## src/core/monitor_entry_regs.vh

```
`ifndef MONITOR_ENTRY_REGS_VH
`define MONITOR_ENTRY_REGS_VH
// ==========================================================================
// Register map of the monitor control slave.
`define ADDR_CTRL        4'h0
`define ADDR_STATUS      4'h1
`define ADDR_RXDATA      4'h2
`define ADDR_TXDATA      4'h3
`define ADDR_SECKEY_LO   4'h4
`define ADDR_SECKEY_HI   4'h5
`define ADDR_VECTOR      4'h6
// ==========================================================================
// Field positions.
`define CTRL_TX_BREAK    0
`define STAT_MONITOR     0
`define STAT_FORCED      1
`define STAT_WDOG_OFF    2
`define STAT_SEC_DONE    3
`define STAT_SEC_OK      4
`define STAT_READY       5
`define STAT_RX_VALID    6
`define STAT_EXTRA_RST   7
`define STAT_DIV_SHIFT   8
// ==========================================================================
// Values and timing counts.
`define VECTOR_BLANK     16'hffff
`define BAUD_DIVISOR     278
`define SEC_BYTES        8
`define BREAK_BITS       10
`define DIV_BY_ONE       2'h0
`define DIV_BY_TWO       2'h1
`define DIV_BY_FOUR      2'h2
`define CLOCK_MHZ        40
`endif

```

## src/core/byte_fifo.v

```verilog
module byte_fifo #(
  parameter WIDTH = 8,
  parameter DEPTH = 8,
  parameter AW    = 3
) (
  input  wire             clock,     // System clock.
  input  wire             nrst,      // Asynchronous reset, active low.
  input  wire             in_valid,  // Write request.
  output wire             in_ready,  // Room available.
  input  wire [WIDTH-1:0] in_data,   // Write data.
  output wire             out_valid, // Data available.
  input  wire             out_ready, // Read accept.
  output reg  [WIDTH-1:0] out_data   // Head word, combinational read.
);
  reg [WIDTH-1:0] mem [0:DEPTH-1];
  reg [AW-1:0]    wr_q;
  reg [AW-1:0]    rd_q;
  reg [AW:0]      cnt_q;
  wire            push;
  wire            pop;

  assign in_ready  = (cnt_q != DEPTH[AW:0]);
  assign out_valid = (cnt_q != {(AW+1){1'b0}});
  assign push      = in_valid && in_ready;
  assign pop       = out_valid && out_ready;

  always @(posedge clock) begin
    if (push) begin
      mem[wr_q] <= in_data;
    end
  end

  always @* begin
    out_data = mem[rd_q];
  end

  always @(posedge clock or negedge nrst) begin
    if (!nrst) begin
      wr_q  <= {AW{1'b0}};
      rd_q  <= {AW{1'b0}};
      cnt_q <= {(AW+1){1'b0}};
    end else begin
      if (push) begin
        wr_q <= wr_q + {{(AW-1){1'b0}}, 1'b1};
      end
      if (pop) begin
        rd_q <= rd_q + {{(AW-1){1'b0}}, 1'b1};
      end
      if (push && !pop) begin
        cnt_q <= cnt_q + {{AW{1'b0}}, 1'b1};
      end else if (pop && !push) begin
        cnt_q <= cnt_q - {{AW{1'b0}}, 1'b1};
      end
    end
  end
endmodule // byte_fifo

```

## src/core/bit_rate_divider.v

```verilog
module bit_rate_divider #(
  parameter DIV = 278
) (
  input  wire clock,    // System clock.
  input  wire nrst,     // Asynchronous reset, active low.
  input  wire bus_tick, // One-cycle bus clock enable.
  input  wire restart,  // Realigns the bit phase.
  output reg  bit_tick, // One-cycle pulse per bit time.
  output reg  half_tick // One-cycle pulse at mid bit.
);
  reg [8:0] cnt_q;

  always @(posedge clock or negedge nrst) begin
    if (!nrst) begin
      cnt_q     <= 9'h000;
      bit_tick  <= 1'b0;
      half_tick <= 1'b0;
    end else begin
      bit_tick  <= 1'b0;
      half_tick <= 1'b0;
      if (restart) begin
        cnt_q <= 9'h000;
      end else if (bus_tick) begin
        if (cnt_q == DIV - 1) begin
          cnt_q    <= 9'h000;
          bit_tick <= 1'b1;
        end else begin
          cnt_q <= cnt_q + 9'h001;
        end
        if (cnt_q == DIV / 2 - 1) begin
          half_tick <= 1'b1;
        end
      end
    end
  end
endmodule // bit_rate_divider

```

## src/core/monitor_mode_entry_control.v

```verilog
// Behaviour
// RL1 - Mode is latched at reset release; later pin changes except serial pin are ignored (watchdog here still follows the test voltage pins).
// RL2 - Host holds serial high, a1 low, b0 high, b1 low, test voltage on irq.
// RL3 - Normal entry: divider pin low gives bus half input, high gives quarter.
// RL4 - Low divider pin with test voltage bypasses oscillator halving stage.
// RL5 - Blank reset vector allows entry without test voltage.
// RL6 - Forced entry ignores port B pins and divides clock by four.
// RL7 - Blank vector monitor entry performs one additional reset cycle.
// RL8 - Programmed vector permits entry only through test voltage.
// RL9 - Forced monitor disables watchdog unconditionally.
// RL10 - Normal entry keeps watchdog off while test voltage on irq or reset.
// RL11 - Host may move test voltage to reset pin, then free irq.
// RL12 - After reset, wait for eight security bytes before any command.
// RL13 - After security bytes, send break of ten zero bits.
// RL14 - Serial pin is wired-OR; only low is driven, pullup gives high.
// RL15 - Bit rate is bus frequency divided by 278.
// RL16 - Host commands may reach any address; code runs from RAM.
// RL17 - Received security bytes compared with stored bytes; match grants access.
// RL18 - NRZ mark/space framing with equal transmit and receive rates.
// RL19 - No entry condition means user mode, watchdog on, monitor idle.
`include "monitor_entry_regs.vh"
module monitor_mode_entry_control #(
  parameter BAUD_DIV = `BAUD_DIVISOR,
  parameter FIFO_DEPTH = 8
) (
  input  wire        clock,               // 40 MHz system clock.
  input  wire        nrst,                // Asynchronous reset, active low.
  input  wire        reset_pin_n,         // External reset pin level, low is reset.
  input  wire        irq_test_voltage,    // Test high voltage seen on irq pin.
  input  wire        rst_test_voltage,    // Test high voltage seen on reset pin.
  input  wire        mode_select_a1,      // Mode select pin a1.
  input  wire        mode_select_b0,      // Mode select pin b0.
  input  wire        mode_select_b1,      // Mode select pin b1.
  input  wire        clock_divider_select,// Divider select pin.
  input  wire        power_on_reset,      // Power-on reset pulse.
  input  wire        serial_in,           // Serial pin level.
  output wire        serial_out,          // Serial pin drive value, always low.
  output reg         serial_oe,           // Serial pin drive enable.
  output reg         monitor_mode,        // Monitor mode latched.
  output reg         forced_mode,         // Forced monitor entry.
  output reg  [1:0]  bus_div,             // Bus clock divide selection.
  output reg         osc_bypass,          // Oscillator halving stage bypassed.
  output reg         watchdog_enable,     // Watchdog timer enable.
  output reg         extra_reset,         // Request one additional reset cycle.
  output reg         flash_unlocked,      // Security bytes matched.
  input  wire [3:0]  avs_address,         // Avalon word address.
  input  wire        avs_read,            // Avalon read.
  input  wire        avs_write,           // Avalon write.
  input  wire [31:0] avs_writedata,       // Avalon write data.
  output reg  [31:0] avs_readdata,        // Avalon read data.
  output wire        avs_waitrequest      // Avalon wait request.
);
  // ========================================================================
  // Mode latch at the rising edge of the reset pin.
  localparam S_SEC   = 4'h1;
  localparam S_BREAK = 4'h2;
  localparam S_READY = 4'h4;
  localparam S_IDLE  = 4'h8;

  reg        rst_pin_q;
  reg        extra_done_q;
  reg [15:0] vector_q;
  reg        normal_q;
  wire       rst_rise;
  wire       serial_idle_ok;
  wire       vector_blank;
  wire       normal_entry;
  wire       forced_entry;

  assign rst_rise       = reset_pin_n && !rst_pin_q;
  assign serial_idle_ok = serial_in && !mode_select_a1;
  assign vector_blank   = (vector_q == `VECTOR_BLANK);
  assign normal_entry   = irq_test_voltage && serial_idle_ok &&
                          mode_select_b0 && !mode_select_b1;          // see RL2
  assign forced_entry   = !irq_test_voltage && vector_blank &&
                          serial_idle_ok;                             // see RL5 see RL8
  assign serial_out     = 1'b0;                                       // see RL14

  // The extra reset is asked once per power-on.
  always @(posedge clock or negedge nrst) begin
    if (!nrst) begin
      rst_pin_q       <= 1'b0;
      monitor_mode    <= 1'b0;
      forced_mode     <= 1'b0;
      normal_q        <= 1'b0;
      bus_div         <= `DIV_BY_FOUR;
      osc_bypass      <= 1'b0;
      extra_reset     <= 1'b0;
      extra_done_q    <= 1'b0;
    end else begin
      rst_pin_q   <= reset_pin_n;
      extra_reset <= 1'b0;
      if (power_on_reset) begin
        extra_done_q <= 1'b0;
      end

      if (rst_rise) begin                                              // see RL1
        monitor_mode <= normal_entry || forced_entry;                 // see RL19
        forced_mode  <= forced_entry && !normal_entry;
        normal_q     <= normal_entry;
        if (normal_entry) begin
          bus_div    <= clock_divider_select ? `DIV_BY_FOUR : `DIV_BY_TWO; // see RL3
          osc_bypass <= !clock_divider_select;                         // see RL4
        end else begin
          bus_div    <= `DIV_BY_FOUR;                                 // see RL6
          osc_bypass <= 1'b0;
        end
        if (forced_entry && !normal_entry && !extra_done_q) begin
          extra_reset  <= 1'b1;                                       // see RL7
          extra_done_q <= 1'b1;
        end
      end
    end
  end

  // In normal monitor mode the watchdog follows the test voltage pins live.
  always @* begin
    if (forced_mode) begin
      watchdog_enable = 1'b0;                                         // see RL9
    end else if (normal_q && monitor_mode) begin
      watchdog_enable = !(irq_test_voltage || rst_test_voltage);      // see RL10 see RL11
    end else begin
      watchdog_enable = 1'b1;                                         // see RL19
    end
  end

  // ========================================================================
  // Bus clock enable and bit timing.
  reg  [1:0] bus_cnt_q;
  reg        bus_tick;
  wire       bit_tick;
  wire       half_tick;
  reg        rx_restart;

  always @(posedge clock or negedge nrst) begin
    if (!nrst) begin
      bus_cnt_q <= 2'h0;
      bus_tick  <= 1'b0;
    end else begin
      bus_cnt_q <= bus_cnt_q + 2'h1;
      // The divide code picks which counts tick.
      case (bus_div)
        `DIV_BY_TWO:  bus_tick <= bus_cnt_q[0];
        `DIV_BY_FOUR: bus_tick <= (bus_cnt_q == 2'h3);
        default:      bus_tick <= 1'b1;
      endcase
    end
  end

  bit_rate_divider #(
    .DIV (BAUD_DIV)
  ) u_div (
    .clock     (clock),
    .nrst      (nrst),
    .bus_tick  (bus_tick),
    .restart   (rx_restart),
    .bit_tick  (bit_tick),
    .half_tick (half_tick)
  );                                                                  // see RL15

  // ========================================================================
  // Serial receiver, start bit, eight data bits, stop bit.
  reg [3:0] rx_bit_q;
  reg [7:0] rx_sh_q;
  reg       rx_busy_q;
  reg       rx_push;
  reg [7:0] rx_byte_q;

  always @(posedge clock or negedge nrst) begin
    if (!nrst) begin
      rx_bit_q   <= 4'h0;
      rx_sh_q    <= 8'h00;
      rx_busy_q  <= 1'b0;
      rx_push    <= 1'b0;
      rx_byte_q  <= 8'h00;
      rx_restart <= 1'b0;
    end else begin
      rx_push    <= 1'b0;
      rx_restart <= 1'b0;
      if (!rx_busy_q) begin
        if (!serial_in && !serial_oe && monitor_mode) begin
          rx_busy_q  <= 1'b1;
          rx_bit_q   <= 4'h0;
          rx_restart <= 1'b1;
        end
      end else if (half_tick) begin                                   // see RL18
        rx_bit_q <= rx_bit_q + 4'h1;
        if (rx_bit_q == 4'h0 && serial_in) begin
          rx_busy_q <= 1'b0;
        end else if (rx_bit_q >= 4'h1 && rx_bit_q <= 4'h8) begin
          rx_sh_q <= {serial_in, rx_sh_q[7:1]};
        end else if (rx_bit_q == 4'h9) begin
          rx_busy_q <= 1'b0;
          rx_byte_q <= rx_sh_q;
          // A low stop bit drops the byte.
          rx_push   <= serial_in;
        end
      end
    end
  end

  // ========================================================================
  // Received bytes, security check and break transmit.
  reg  [3:0]  state_q;
  reg  [3:0]  sec_cnt_q;
  reg         sec_ok_q;
  reg  [63:0] seckey_q;
  reg  [3:0]  brk_cnt_q;
  reg         fifo_pop;
  wire        fifo_ready;
  wire        fifo_valid;
  wire [7:0]  fifo_data;
  wire [7:0]  key_byte;

  // Key bytes are compared lowest first.
  assign key_byte = seckey_q[sec_cnt_q[2:0]*8 +: 8];

  // Bytes after the break queue here.
  byte_fifo #(
    .WIDTH (8),
    .DEPTH (FIFO_DEPTH),
    .AW    (3)
  ) u_fifo (
    .clock     (clock),
    .nrst      (nrst),
    .in_valid  (rx_push && state_q == S_READY),
    .in_ready  (fifo_ready),
    .in_data   (rx_byte_q),
    .out_valid (fifo_valid),
    .out_ready (fifo_pop),
    .out_data  (fifo_data)
  );

  always @(posedge clock or negedge nrst) begin
    if (!nrst) begin
      state_q        <= S_IDLE;
      sec_cnt_q      <= 4'h0;
      sec_ok_q       <= 1'b1;
      brk_cnt_q      <= 4'h0;
      serial_oe      <= 1'b0;
      flash_unlocked <= 1'b0;
    end else begin
      if (power_on_reset) begin
        flash_unlocked <= 1'b0;
      end

      case (state_q)
        S_IDLE: begin
          serial_oe <= 1'b0;
        end

        S_SEC: begin
          if (rx_push) begin
            sec_cnt_q <= sec_cnt_q + 4'h1;
            if (rx_byte_q != key_byte) begin
              sec_ok_q <= 1'b0;                                       // see RL17
            end
            if (sec_cnt_q == `SEC_BYTES - 1) begin
              flash_unlocked <= flash_unlocked ||
                                (sec_ok_q && rx_byte_q == key_byte);
              state_q   <= S_BREAK;
              brk_cnt_q <= 4'h0;
            end
          end
        end

        S_BREAK: begin
          // Start on a bit edge so all bits are full.
          if (bit_tick && !serial_oe) begin
            serial_oe <= 1'b1;                                        // see RL13
          end
          if (bit_tick && serial_oe) begin
            brk_cnt_q <= brk_cnt_q + 4'h1;
            if (brk_cnt_q == `BREAK_BITS - 1) begin
              serial_oe <= 1'b0;
              state_q   <= S_READY;
            end
          end
        end

        S_READY: begin
          serial_oe <= 1'b0;                                          // see RL16
        end

        default: begin
          state_q <= S_IDLE;
        end
      endcase
      // Each reset release restarts the wait.
      if (rst_rise) begin
        serial_oe <= 1'b0;
        sec_cnt_q <= 4'h0;
        sec_ok_q  <= 1'b1;
        state_q   <= (normal_entry || forced_entry) ? S_SEC : S_IDLE;       // see RL12
      end
    end
  end

  // ========================================================================
  // Avalon slave, one cycle wait on reads so data come from a register.
  reg  rd_done_q;
  wire sel_rx;

  assign avs_waitrequest = avs_read && !rd_done_q;
  assign sel_rx          = (avs_address == `ADDR_RXDATA);

  always @* begin
    fifo_pop = avs_read && rd_done_q && sel_rx;
  end

  // Reads wait one cycle for registered data.
  always @(posedge clock or negedge nrst) begin
    if (!nrst) begin
      rd_done_q    <= 1'b0;
      avs_readdata <= 32'h00000000;
      seckey_q     <= 64'h0000000000000000;
      vector_q     <= `VECTOR_BLANK;
    end else begin
      rd_done_q <= avs_read && !rd_done_q;
      if (avs_read && !rd_done_q) begin
        case (avs_address)
          `ADDR_STATUS:    avs_readdata <= {22'h000000, bus_div,
                                            extra_done_q, fifo_valid,
                                            state_q == S_READY, flash_unlocked,
                                            state_q != S_SEC && monitor_mode,
                                            !watchdog_enable, forced_mode,
                                            monitor_mode};
          `ADDR_RXDATA:    avs_readdata <= {24'h000000, fifo_data};
          `ADDR_SECKEY_LO: avs_readdata <= seckey_q[31:0];
          `ADDR_SECKEY_HI: avs_readdata <= seckey_q[63:32];
          `ADDR_VECTOR:    avs_readdata <= {16'h0000, vector_q};
          default:         avs_readdata <= 32'h00000000;
        endcase
      end
      if (avs_write) begin
        case (avs_address)
          `ADDR_SECKEY_LO: seckey_q[31:0]  <= avs_writedata;
          `ADDR_SECKEY_HI: seckey_q[63:32] <= avs_writedata;
          `ADDR_VECTOR:    vector_q        <= avs_writedata[15:0];
          default:         vector_q        <= vector_q;
        endcase
      end
    end
  end
endmodule // monitor_mode_entry_control

```

## config.mk

```make
export PLATFORM = sky130hd
export DESIGN_NAME = monitor_mode_entry_control
export DESIGN_NICKNAME = d
export VERILOG_FILES = /design/src/core/byte_fifo.v /design/src/core/bit_rate_divider.v /design/src/core/monitor_mode_entry_control.v
export VERILOG_INCLUDE_DIRS = /design/src /design/src/core
export SDC_FILE = /design/constraint.sdc
export NUM_CORES = 1
export LEC_CHECK = 0
export ABC_AREA = 0
export BUFFER_PORTS_ARGS = -buffer_cell sky130_fd_sc_hd__buf_2
export CAP_MARGIN = 30
export CORE_MARGIN = 2
export CORE_UTILIZATION = 40
export CTS_BUF_LIST = sky130_fd_sc_hd__clkbuf_2 sky130_fd_sc_hd__clkbuf_4 sky130_fd_sc_hd__clkbuf_8
export CTS_CLUSTER_SIZE = 25
export DETAILED_ROUTE_END_ITERATION = 10
export GPL_ROUTABILITY_DRIVEN = 0
export MAX_ROUTING_LAYER = met4
export PLACE_DENSITY = 0.61
export SLEW_MARGIN = 0
export SYNTH_ARGS = -nofsm -noshare
export SYNTH_HDL_FRONTEND = slang
export SYNTH_SLANG_ARGS = --single-unit
```

## constraint.sdc

```tcl
create_clock -name clock -period 2.6 [get_ports clock]
set_clock_uncertainty 0.2 [all_clocks]
set_input_delay 0.52 -clock clock [delete_from_list [all_inputs] [get_ports clock]]
set_output_delay 0.52 -clock clock [all_outputs]
set_load 0.01 [all_outputs]
```

==> results.md, run 1 <==
- The count of pins over their slew limit is 0.
- The number of distinct library cell variants in the gate-level netlist after synthesis is 63.
- The depth of the most critical reg-to-reg path is 11.
- The number of H-tree levels is 2.
- Counting every sink on the clock net gives 247.
- The number of max-cap violations is 0.
- Net switching is 25.7% of the power.
- In the final design database the tool counted 1036 nets.
- The flow ran to the end, and the final reports show no timing, DRC or antenna violations.
- Entering global routing, the biggest net connects 60 pins.
- The sequential area share after synthesis is 59.4%.
- The ratio of cells with drive above 1 in the final layout is 39.2%.
- The average wire per cell in the routed design is 20.7 um.
- The number of hold-slack violations in the final timing report came to 0.
- The leading area contributor after synthesis is sky130_fd_sc_hd__dfrtp_1.
- The clock tree root buffer cell is sky130_fd_sc_hd__clkbuf_8.
- The first global-routing pass estimated 43100 um of wire.
- The maximum ir drop on the vdd rail is 478 uV.
- Setup violations remaining at the end of the flow were counted as 0.
- The share of the clock period used by the worst path after layout is 95.8%.
- The maximum frequency from static timing analysis is 402 MHz.
- The part of the total power dissipated in combinational logic is 11.4%.
- The most used flip-flop cell after synthesis is sky130_fd_sc_hd__dfrtp_1.
- The clock insertion delay at the later pin of the skew report is 0.54 ns.
- The maximum clock path buffer count is 3.
- Dividing the synthesized area by the synthesized cell count gives 13.8 sq um.
- After detailed routing, the number of vias per cell comes to 5.41.
- In this run, synthesis produced a sequential element count of 247.
- The post-CTS clock slew at the launch and capture registers of the worst setup and hold paths is 0.06 ns.
- In this run the tool buffered the top-level ports with 90 buffer cells.
- The core area is 27000 sq um.
- The final critical path time including I/O delays and setup is 2.49 ns.
- The number of antenna violations at the first check in global routing came to 1.
- The worst setup path is of the flip-flop to flip-flop kind.
- The clock tree from TritonCTS is yes.
- The power per cell area is 711 nW/um^2.
- The area growth from synthesis to layout is 21.7%.
- Setup repair after global routing left no endpoint under its margin.
- Excluding fillers, the count of instances in the completed layout stands at 1345.
- The number of nets handed over by synthesis was 864.
- The die is 170 um wide.
- The internal power summed over all cells is 7.07 mW.
- The mapped netlist covers 11000 sq um.
- Yosys mapped a number of flops with a built-in enable equal to 64.
- The area of the die is 28800 sq um.
- 92 I/O pins were placed.
- Global routing used 20.3% of the available tracks.
- After synthesis, the share of flip-flops with an asynchronous set or reset is 74.1%.
- The required time of the worst setup path is 2.81 ns.
- In the post-route analysis, the smallest setup slack over all paths is 0.110 ns.
- Along the worst path, the maximum fanout reaches 3.
- The actual transition at the worst max-transition pin is 0.867 ns.
- The number of instances on the worst hold path is 2.
- The first-iteration detailed-routing DRC count is 564.
- The first detailed-routing pass took 6 iterations.
- The total net switching power is 2.44 mW.
- Summed over its instances, the top area cell type makes up 37.4% of the synthesized netlist area.
- The share of total power dissipated in the clock network is 38.0%.
- The via count of the first global-routing pass is 7310.
- The total design power is 9.51 mW.
- The worst hold path belongs to the class input port to flip-flop.
- The cell count after synthesis is 797.
- The routed wire length is 27800 um.
- For this design the static power due to leakage is 5.69 nW.
- The number of clock buffers inserted by TritonCTS is 42.
- The detailed-placement wirelength estimate is 19900 um.
- Ranked by total cell area, the synthesized netlist is headed by sky130_fd_sc_hd__dfrtp_1, sky130_fd_sc_hd__edfxtp_1, sky130_fd_sc_hd__mux2_2, sky130_fd_sc_hd__mux4_2, sky130_fd_sc_hd__dfstp_2.
- Post-CTS timing repair inserted 0 buffers for setup.
- From bottom edge to top edge, the die measures 170 um.
- In this run, placement finished with an instance count of 1258.
- Headroom to the max-slew limit came out at 42.0%.
- The count of nets left with antenna violations once routing finished came out at 0.
- The total grt overflow is 0.
- In the routed design, unresolved DRC markers number 0.
- The total via count after detailed routing is 7277.
- STA classifies the critical path endpoint as a flip-flop.
- The launching element type of the critical path is a flip-flop.
- The initialized floorplan defines 60 standard-cell rows.
- The pre-CTS setup slack is -0.333 ns.
- The register share of total power is 50.7%.
- The initial cell density of the core is 40.8%.
- The data arrival at the endpoint of the critical path is 2.70 ns.
- The count of warnings emitted by yosys is 0.
## cells in the mapped netlist (3+ instances only)
cell	n
sky130_fd_sc_hd__mux2_1	8
sky130_fd_sc_hd__buf_4	3
sky130_fd_sc_hd__dfrtp_1	164
sky130_fd_sc_hd__edfxtp_1	64
sky130_fd_sc_hd__inv_1	14
sky130_fd_sc_hd__ha_1	17
sky130_fd_sc_hd__nand2_1	67
sky130_fd_sc_hd__nand2b_1	8
sky130_fd_sc_hd__clkbuf_1	21
sky130_fd_sc_hd__a22oi_1	18
sky130_fd_sc_hd__a222oi_1	13
sky130_fd_sc_hd__buf_2	6
sky130_fd_sc_hd__nor4b_2	3
sky130_fd_sc_hd__nand3_1	10
sky130_fd_sc_hd__buf_1	8
sky130_fd_sc_hd__o211ai_1	5
sky130_fd_sc_hd__dfstp_2	19
sky130_fd_sc_hd__o21ai_0	37
sky130_fd_sc_hd__mux2i_1	31
sky130_fd_sc_hd__a221oi_1	4
sky130_fd_sc_hd__buf_6	3
sky130_fd_sc_hd__xor2_1	17
sky130_fd_sc_hd__nor3_1	9
sky130_fd_sc_hd__nor2b_1	4
sky130_fd_sc_hd__nand4_1	7
sky130_fd_sc_hd__nor4b_1	3
sky130_fd_sc_hd__mux4_2	25
sky130_fd_sc_hd__mux2_2	90
sky130_fd_sc_hd__a21oi_1	14
sky130_fd_sc_hd__a22o_1	13
sky130_fd_sc_hd__o21ai_1	3
sky130_fd_sc_hd__a21o_1	6
sky130_fd_sc_hd__xnor2_1	12
sky130_fd_sc_hd__nor2_1	33
## per-layer routing
layer  wire length, um  part of all wire, %  track usage, %  up-vias
met4               280                  1.0            4.76        0
li1                  -                    -               -     3341
met2             12400                   45            29.1      225
met5                 0                    0               -        -
met1             13000                   47            28.8     3684
met3              2070                  7.4            5.48       27
## layout by cell type, fill, tap and decap left out, types with 25 or more instances in the layout
cell                       Yosys  layout
sky130_fd_sc_hd__clkbuf_8      0      52
sky130_fd_sc_hd__buf_4         3      62
sky130_fd_sc_hd__mux4_2       25      25
sky130_fd_sc_hd__nand2_1      67      67
sky130_fd_sc_hd__nor2_1       33      33
sky130_fd_sc_hd__buf_2         6      89
sky130_fd_sc_hd__dfrtp_1     164     164
sky130_fd_sc_hd__mux2i_1      31      31
sky130_fd_sc_hd__edfxtp_1     64      64
sky130_fd_sc_hd__mux2_2       90      90
sky130_fd_sc_hd__o21ai_0      37      37
## final timing paths
kind	from	to	slack, ns
worst max register to register	state_q[1]$_DFFE_PN0P_	u_fifo.cnt_q[3]$_DFFE_PN0P_	0.11
min in group asynchronous	nrst	avs_readdata[29]$_DFFE_PN0P_	0.30
worst max-delay path	state_q[1]$_DFFE_PN0P_	u_fifo.cnt_q[3]$_DFFE_PN0P_	0.11
max in group asynchronous	nrst	vector_q[1]$_DFFE_PN1P_	1.13
worst min register to register	bus_cnt_q[0]$_DFF_PN0_	bus_cnt_q[0]$_DFF_PN0_	0.25
worst min-delay path	avs_writedata[17]	seckey_q[17]$_DFFE_PN0P_	0.03
## layout make-up
class | count | area [sq um]
Sequential cell | 247 | 6530
Timing Repair Buffer | 169 | 1180
Antenna cell | 1 | 2.50
Inverter | 15 | 56.3
Clock inverter | 6 | 36.3
Clock buffer | 72 | 860
Tap cell | 341 | 427
Multi-Input combinational cell | 494 | 4280
Fill cell | 2327 | 13600
## kinds of logic (layout without fill, tap and decap cells)
logic type,after synthesis,count (layout),synth area share (%)
AO/OA/AOI/OAI,126,126,8.12
XOR/XNOR,29,29,2.31
adder cells (fa/ha/maj),18,18,2.12
buffers and inverters,56,262,2.29
flip-flops,247,247,59.4
multiplexers,154,154,18.0
other,1,2,0.0341
AND/OR/NAND/NOR,166,166,7.74
## state kept, by name, indices dropped and copies added, names as in the netlist, 8 cells and up
register,flops
rx_sh_q,8
u_fifo.mem,64
vector_q,16
u_div.cnt_q,9
rx_byte_q,8
seckey_q,64
avs_readdata,32
## stage by stage
step	hold slack, ns	setup TNS, ns	cell area, sq um	utilization [%]
global placement	0.240	-0.696	12400	45.9
floorplan	0.0244	-0.456	11000	-
global route	0.00880	0	13400	49.6
finish	0.0337	0	13400	49.6
detailed placement	0.251	-0.753	12400	45.9
CTS	0.000456	0	13400	49.6
## power by group through the flow
stage	clock network, mW	registers [mW]	logic [mW]
4_1_cts	3.73	4.80	1.09
3_5_place_dp	0	4.87	1.07
2_1_floorplan	0	4.72	0.713
6_report	3.61	4.82	1.08
3_3_place_gp	0	4.87	1.05
5_1_grt	3.90	4.87	1.20
## worst max-delay path, stage by stage, from the launching register on
cell and delay, ns:
sky130_fd_sc_hd__dfrtp_1 0.39, sky130_fd_sc_hd__nor4b_2 0.32, sky130_fd_sc_hd__nand2_1 0.17, sky130_fd_sc_hd__a21oi_2 0.18
sky130_fd_sc_hd__ha_2 0.21, sky130_fd_sc_hd__inv_2 0.06, sky130_fd_sc_hd__ha_4 0.20, sky130_fd_sc_hd__a21o_1 0.16
sky130_fd_sc_hd__a21oi_2 0.13, sky130_fd_sc_hd__xnor2_1 0.13, sky130_fd_sc_hd__nor2_1 0.07, sky130_fd_sc_hd__xor2_1 0.14
## repair_timing
action,CTS,global route
endpoints found under the setup margin,1,3
resized for setup,1,2
endpoints found under the hold margin,49,0
hold buffers,8,0
pin swaps,0,1
No activity file was read; power rests on OpenSTA's default activity.
==> run 2: changes to the inputs <==
--- a/config.mk
+++ b/config.mk
@@ -16,7 +16,7 @@
 export DETAILED_ROUTE_END_ITERATION = 10
 export GPL_ROUTABILITY_DRIVEN = 0
 export MAX_ROUTING_LAYER = met4
-export PLACE_DENSITY = 0.61
+export PLACE_DENSITY = 0.59
 export SLEW_MARGIN = 0
 export SYNTH_ARGS = -nofsm -noshare
 export SYNTH_HDL_FRONTEND = slang
==> constraint.sdc (replaced) <==
create_clock -name clock -period 3.2 [get_ports clock]
set_clock_uncertainty 0.2 [all_clocks]
set_input_delay 0.64 -clock clock [delete_from_list [all_inputs] [get_ports clock]]
set_output_delay 0.64 -clock clock [all_outputs]
set_load 0.01 [all_outputs]
==> run 2 against run 1 <==
  * Worst setup slack gained 0.27 ns
  * Routed wire length shrank 2.5%
  * Combinational power shrank 24%
  * Die area is the same
  * Global-route usage shrank 0.25 points
  * Sequential share of layout area grew 1.8 points
  * Critical path type unchanged
==> results.md, run 2 (synthesis results as in run 1) <==
- The flow ran to the end, and the final reports show no timing, DRC or antenna violations.
- The worst setup path is captured at a flip-flop.
- The area occupied by multi-input gates was 4240 sq um (-1.0%).
- Setup repair after global routing left no endpoint under its margin.
- The number of max-cap violations is 0 (unchanged).
- Among cell families on the critical path, the largest total delay comes from simple AND/OR/NAND/NOR gates.
- The number of clock buffers inserted by TritonCTS is 42 (unchanged).
- The root buffer cell chosen for the clock tree is sky130_fd_sc_hd__clkbuf_8.
- The count of nets after finishing came to 999 (-3.6%).
- The number of primary I/O pins is 92 (unchanged).
- The worst-case headroom to the max-slew limit came to 45.4% (+3.4 points).
- The maximum ir drop on the vdd rail is 377 uV (-21%).
- The row count was 60 (unchanged).
- The detailed-placement wirelength estimate came to 19200 um (-3.4%).
- The reported leakage power is 5.43 nW (-4.6%).
- The number of setup buffers added after CTS is 0 (unchanged).
- The number of H-tree levels was 2 (unchanged).
- The via count of the first global-routing pass is 7174 (-1.9%).
- The total setup violations reported at the end of the flow came to 0 (unchanged).
- The worst hold path class is input port to flip-flop.
- The post-CTS clock slew at the launch and capture registers of the worst setup and hold paths came to 0.06 ns (about the same).
- The placed cell count is 1228 (-2.4%).
- The total grt overflow is 0 (unchanged).
- The type of the worst setup path is flip-flop to flip-flop.
- The total via count after detailed routing is 7120 (-2.2%).
- The die extent in y is 170 um (unchanged).
- The ratio of cells with drive above 1 in the final layout is 35.9% (-3.2 points).
- The maximum frequency from static timing analysis came to 354 MHz (-12%).
- The total DRC errors in the routed layout was 0 (unchanged).
- The required time of the worst setup path is 3.41 ns (+0.60 ns).
- The largest individual stage delay along the critical path comes from the cell sky130_fd_sc_hd__nor4b_1.
- The area taken by flip-flops and latches is 6530 sq um (unchanged).
- The post-detailed-route via-to-cell ratio is 5.46 (+1.0%).
- The maximum clock path buffer count is 3 (unchanged).
- From synthesis to final layout, the design area changed by 17.3%.
- The worst min-delay path startpoint is reset_pin_n.
- The number of hold-slack violations in the final timing report is 0 (unchanged).
- The total routing resource utilization after global routing was 20.0% (-0.25 points).
- The worst setup slack for register-to-register paths is 0.38 ns (+0.27 ns).
- The endpoint of the worst hold-timing path is rst_pin_q$_DFF_PN0_.
- The count of pins over their slew limit came to 0 (unchanged).
- The average wire per cell in the routed design was 20.8 um (+0.65%).
- The final cell count without fillers is 1303 (-3.1%).
- The area of the die is 28800 sq um (unchanged).
- The data arrival at the endpoint of the critical path was 3.04 ns (+0.34 ns).
- The clock insertion delay at the later pin of the skew report is 0.53 ns (about the same).
- The depth of the most critical reg-to-reg path is 11 (unchanged).
- The routed wire length was 27100 um (-2.5%).
- The number of instances on the worst hold path was 1 (-1).
- The power per cell area is 582 nW/um^2 (-18%).
- The largest fanout on the critical path is 4 (+1).
- The initial cell density of the core is 40.8% (unchanged).
- The count of filler cells inserted in the layout came to 2374 (+2.0%).
- The count of TritonRoute iterations in the first routing pass is 6 (unchanged).
- STA classifies the critical path startpoint as a flip-flop.
- In the layout the commonest cells are sky130_fd_sc_hd__dfrtp_1, sky130_fd_sc_hd__mux2_2, sky130_fd_sc_hd__buf_2.
- Leaving out fill and tap cells, the most frequent cell in the layout is sky130_fd_sc_hd__dfrtp_1.
- The pin count of the biggest net entering global routing was 77 (+28%).
- The setup TNS is 0 ns (unchanged).
- The first-iteration detailed-routing DRC count is 718 (+27%).
- The startpoint of the lowest-slack register-to-register path is state_q[1]$_DFFE_PN0P_.
- The remaining antenna violation count after routing came to 0 (unchanged).
- The final critical path time including I/O delays and setup was 2.82 ns (+0.333 ns).
- The number of antenna violations at the first check in global routing is 2 (+1).
- The total number of clock tree sinks came to 247 (unchanged).
- The critical path goes through nor4b_1, nand2_1, a21oi_1, ha_1, inv_1, ha_1, a21o_1, a21oi_1, xnor2_1, nor2_1, xor2_1.
- The actual transition at the worst max-transition pin is 0.819 ns (-0.0484 ns).
- The count of port buffers added during placement is 90 (unchanged).
- The delay contributed by the slowest stage of the critical path was 0.44 ns (+0.05 ns).
- The die width came to 170 um (unchanged).
- The critical register-to-register path endpoint is u_fifo.cnt_q[3]$_DFFE_PN0P_.
- The core area is 27000 sq um (unchanged).
- The number of buffer and inverter instances along the worst setup path is 1 (unchanged).
- TritonCTS built the clock tree.
- The global-route wire length before repair is 42800 um (-0.59%).
- In the final layout, the registers with the most flip-flops are seckey_q (64), u_fifo.mem (64), avs_readdata (32).
- The share of the clock period used by the worst path after layout came to 88.2% (-7.5 points).
-- run 2: worst max-delay path by stage --
stage                           start                           to  slack [ns]  depth (start not counted)
2_1_floorplan          avs_address[1]  u_fifo.cnt_q[3]$_DFFE_PN0P_        0.03                         13
5_1_grt        state_q[1]$_DFFE_PN0P_  u_fifo.cnt_q[3]$_DFFE_PN0P_        0.21                         11
4_1_cts        state_q[1]$_DFFE_PN0P_  u_fifo.cnt_q[3]$_DFFE_PN0P_        0.44                         11
6_report       state_q[1]$_DFFE_PN0P_  u_fifo.cnt_q[3]$_DFFE_PN0P_        0.38                         11
3_3_place_gp           avs_address[3]  u_fifo.cnt_q[3]$_DFFE_PN0P_        0.07                         12
3_5_place_dp           avs_address[3]  u_fifo.cnt_q[3]$_DFFE_PN0P_        0.03                         12
-- run 2: cell type report --
class                           count  share of cell area, %
Tap cell                          341                   3.31
Sequential cell                   247                   50.6
Inverter                           15                  0.437
Multi-Input combinational cell    494                   32.9
Antenna cell                        2                 0.0388
Timing Repair Buffer              132                   6.32
Clock inverter                      8                  0.291
Clock buffer                       64                   6.10
-- run 2: timing repair --
| item | CTS | global route |
|---|---|---|
| hold buffers | 1 | 0 |
| gates resized for setup | 0 | 0 |
| hold endpoints to repair | 60 | 0 |
-- run 2: layer usage --
metal	part of all wire, %	vias up	GRT usage (%)	wire, um
li1	-	3261	-	-
met1	50	3620	30.4	13500
met4	1.2	0	4.24	328
met2	43	206	28.2	11700
met5	0	-	-	0
met3	5.9	33	3.43	1610
-- run 2: metrics by stage --
| stage | power [mW] | hold WS (ns) | setup WS [ns] | instance area (sq um) | util (%) |
|---|---|---|---|---|---|
| floorplan | 4.41 | 0.144 | 0.0297 | 11000 | - |
| global placement | 4.77 | 0.251 | 0.0725 | 12100 | 44.7 |
| detailed placement | 4.79 | 0.253 | 0.0319 | 12100 | 44.7 |
| CTS | 7.58 | 0.0463 | 0.443 | 12900 | 47.8 |
| global route | 7.87 | 0.0593 | 0.209 | 12900 | 47.8 |
| finish | 7.51 | 0.0700 | 0.377 | 12900 | 47.8 |
-- run 2: report_power, final --
part           switching (mW)  total (mW)  internal, mW  leakage, nW
sequential              0.330        3.91          3.58         2.83
clock                    1.21        2.77          1.56        0.439
combinational           0.390       0.824         0.434         2.16
total                    1.93        7.51          5.57         5.43
==> run 3: changes to the inputs <==
--- a/config.mk
+++ b/config.mk
@@ -9,14 +9,15 @@
 export ABC_AREA = 0
 export BUFFER_PORTS_ARGS = -buffer_cell sky130_fd_sc_hd__buf_2
 export CAP_MARGIN = 30
+export CORE_ASPECT_RATIO = 1.4
 export CORE_MARGIN = 2
-export CORE_UTILIZATION = 40
+export CORE_UTILIZATION = 60
 export CTS_BUF_LIST = sky130_fd_sc_hd__clkbuf_2 sky130_fd_sc_hd__clkbuf_4 sky130_fd_sc_hd__clkbuf_8
 export CTS_CLUSTER_SIZE = 25
 export DETAILED_ROUTE_END_ITERATION = 10
 export GPL_ROUTABILITY_DRIVEN = 0
 export MAX_ROUTING_LAYER = met4
-export PLACE_DENSITY = 0.59
+export PLACE_DENSITY = 0.82
 export SLEW_MARGIN = 0
 export SYNTH_ARGS = -nofsm -noshare
 export SYNTH_HDL_FRONTEND = slang
==> run 3 against run 2 <==
  * Count of clock-buffer cells in the layout fell by 7
  * Cell count decreased by 8.4%
  * Clock power increased by 13%
  * Utilization up 24 points
  * Sequential cell count stayed put
  * Design area fell by 0.53%
  * Critical path depth did not move
  * Highest routed layer unchanged
==> results.md, run 3 (synthesis results as in run 1) <==
- The number of hold buffers added after cts is 1 (unchanged).
- The ratio of cells with drive above 1 in the final layout came to 35.6% (-0.37 points).
- The worst-case headroom to the max-slew limit was 43.6% (-1.8 points).
- Setup repair after global routing left no endpoint under its margin.
- The number of antenna violations at the first check in global routing is 0 (-2).
- The count of pins over their slew limit is 0 (unchanged).
- The critical path is of the flip-flop to flip-flop type.
- The reported leakage power is 5.45 nW (+0.46%).
- The largest fanout on the critical path came to 4 (unchanged).
- The placement-stage cell area is 11900 sq um (-1.5%).
- The library cell used most frequently in the layout, excluding fill and tap cells, is sky130_fd_sc_hd__dfrtp_1.
- The total grt overflow is 0 (unchanged).
- The setup TNS is 0 ns (unchanged).
- The average wire per cell in the routed design is 21.4 um (+2.9%).
- The maximum frequency from static timing analysis is 360 MHz (+1.7%).
- The number of clock buffers inserted by TritonCTS was 38 (-9.5%).
- The routed wire length is 25600 um (-5.8%).
- The power per cell area came to 614 nW/um^2 (+5.5%).
- The total via count after detailed routing was 7265 (+2.0%).
- The total routing resource utilization after global routing is 28.1% (+8.1 points).
- The post-CTS clock slew at the launch and capture registers of the worst setup and hold paths was 0.07 ns (about the same).
- The detailed-placement wirelength estimate was 18400 um (-4.3%).
- The clock tree from TritonCTS is yes.
- The flow ran to the end, and the final reports show no timing, DRC or antenna violations.
- The maximum ir drop on the vdd rail is 534 uV (+42%).
- The total design power is 7.88 mW (+5.0%).
- The final critical path time including I/O delays and setup is 2.78 ns (-0.0481 ns).
- The pin count of the biggest net entering global routing is 69 (-10%).
- The total number of clock tree sinks is 247 (unchanged).
- The number of setup buffers added after CTS was 0 (unchanged).
- The launching element type of the critical path is a flip-flop.
- The global-route wire length before repair is 40800 um (-4.6%).
- The number of instances resized during post-cts repair is 0 (unchanged).
- The number of antenna diodes is 0 (-2).
- The required time of the worst setup path came to 3.40 ns (about the same).
- The fraction of the core area covered by cells at the end of the flow is 71.5% (+24 points).
- The number of H-tree levels was 2 (unchanged).
- The slowest stage of the critical path belongs to the cell sky130_fd_sc_hd__dfrtp_1.
- The delay contributed by the slowest stage of the critical path is 0.41 ns (-0.03 ns).
- The share of the clock period used by the worst path after layout came to 86.7% (-1.5 points).
- In the final layout, the registers with the most flip-flops are seckey_q (64), u_fifo.mem (64), avs_readdata (32).
- The first-iteration detailed-routing DRC count was 711 (-0.97%).
- The die extent in y is 164 um (-3.3%).
- The final non-filler cell area is 12800 sq um (-0.53%).
- The total setup violations reported at the end of the flow came to 0 (unchanged).
- The remaining antenna violation count after routing is 0 (unchanged).
- The count of port buffers added during placement is 90 (unchanged).
- The number of hold-slack violations in the final timing report is 0 (unchanged).
- The kind of end point of the critical path is a flip-flop.
- In the layout the commonest cells are sky130_fd_sc_hd__dfrtp_1, sky130_fd_sc_hd__mux2_2, sky130_fd_sc_hd__buf_2.
- The count of TritonRoute iterations in the first routing pass is 6 (unchanged).
- The maximum clock path buffer count is 3 (unchanged).
- The area of the die is 19400 sq um (-33%).
- The worst hold-check slack is 0.0426 ns (-0.0274 ns).
- The actual transition at the worst max-transition pin is 0.844 ns (+0.0251 ns).
- Traced cell by cell, the critical path runs through nor4b_1, nand2_1, a21oi_1, ha_1, inv_1, ha_1, a21o_1, a21oi_1, xnor2_1, nor2_1, xor2_1.
- The number of max-cap violations is 0 (unchanged).
- The post-detailed-route via-to-cell ratio is 6.09 (+11%).
- The clock tree root buffer cell is sky130_fd_sc_hd__clkbuf_8.
- The data arrival at the endpoint of the critical path is 2.98 ns (-0.06 ns).
- Compared with the post-synthesis result, the final layout area differs by 16.7%.
- The tightest min-delay check is of the input port to flip-flop type.
- The worst setup slack for register-to-register paths is 0.42 ns (+0.05 ns).
- The core area is 17900 sq um (-33%).
- The initial cell density of the core is 61.3% (+21 points).
- The number of primary I/O pins came to 92 (unchanged).
- The row count is 58 (-3.3%).
- The clock insertion delay at the later pin of the skew report is 0.53 ns (about the same).
- The via count of the first global-routing pass is 7621 (+6.2%).
- The count of nets after finishing is 990 (-0.90%).
- The total DRC errors in the routed layout is 0 (unchanged).
- The die width is 118 um (-30%).
## run 3: path summary, 6_finish.rpt
kind | cells past startpoint | end | startpoint
max | 11 | u_fifo.cnt_q[3]$_DFFE_PN0P_ | state_q[1]$_DFFE_PN0P_
min | 1 | rst_pin_q$_DFF_PN0_ | reset_pin_n
max reg2reg | 11 | u_fifo.cnt_q[3]$_DFFE_PN0P_ | state_q[1]$_DFFE_PN0P_
min reg2reg | 1 | bus_cnt_q[0]$_DFF_PN0_ | bus_cnt_q[0]$_DFF_PN0_
max in group asynchronous | 3 | sec_ok_q$_DFFE_PN1P_ | nrst
min in group asynchronous | 2 | avs_readdata[17]$_DFFE_PN0P_ | nrst
## run 3: per-layer routing
metal  vias up  share of wire (%)  GRT usage, %  wire length (um)
met4         0                5.4          14.2              1370
met5         -                  0             -                 0
met2       306                 52          48.1             13300
met3        82                5.8          5.00              1470
li1       3227                  -             -                 -
met1      3650                 37          32.0              9410
## run 3: metrics by stage
step | setup slack [ns] | instances
2_1_floorplan | 0.0297 | 797
3_3_place_gp | 0.0927 | 1122
6_report | 0.425 | 1193
5_1_grt | 0.277 | 1193
3_5_place_dp | 0.0210 | 1122
4_1_cts | 0.427 | 1193
## run 3: area by class of cell
class                      count  area (sq um)
fill                        1197          5100
inverter                      15          56.3
clock buffer                  57           753
sequential                   247          6530
tap                          240           300
clock inverter                13           186
timing repair buffer         127           762
multi-input combinational    494          4240
## run 3: worst max-delay path, delay by kind of cell, from the launching register on
family,cells,cell delay (ns)
AND/OR/NAND/NOR,3,0.65
AO/OA/AOI/OAI,3,0.54
adder cells (fa/ha/maj),2,0.50
flip-flops,1,0.41
XOR/XNOR,2,0.27
buffers and inverters,1,0.07
## run 3: power by group
group / switching (mW) / leakage [nW] / internal, mW
combinational: 0.393 / 2.13 / 0.430
clock: 1.21 / 0.492 / 1.91
sequential: 0.351 / 2.83 / 3.58
total: 1.95 / 5.45 / 5.93
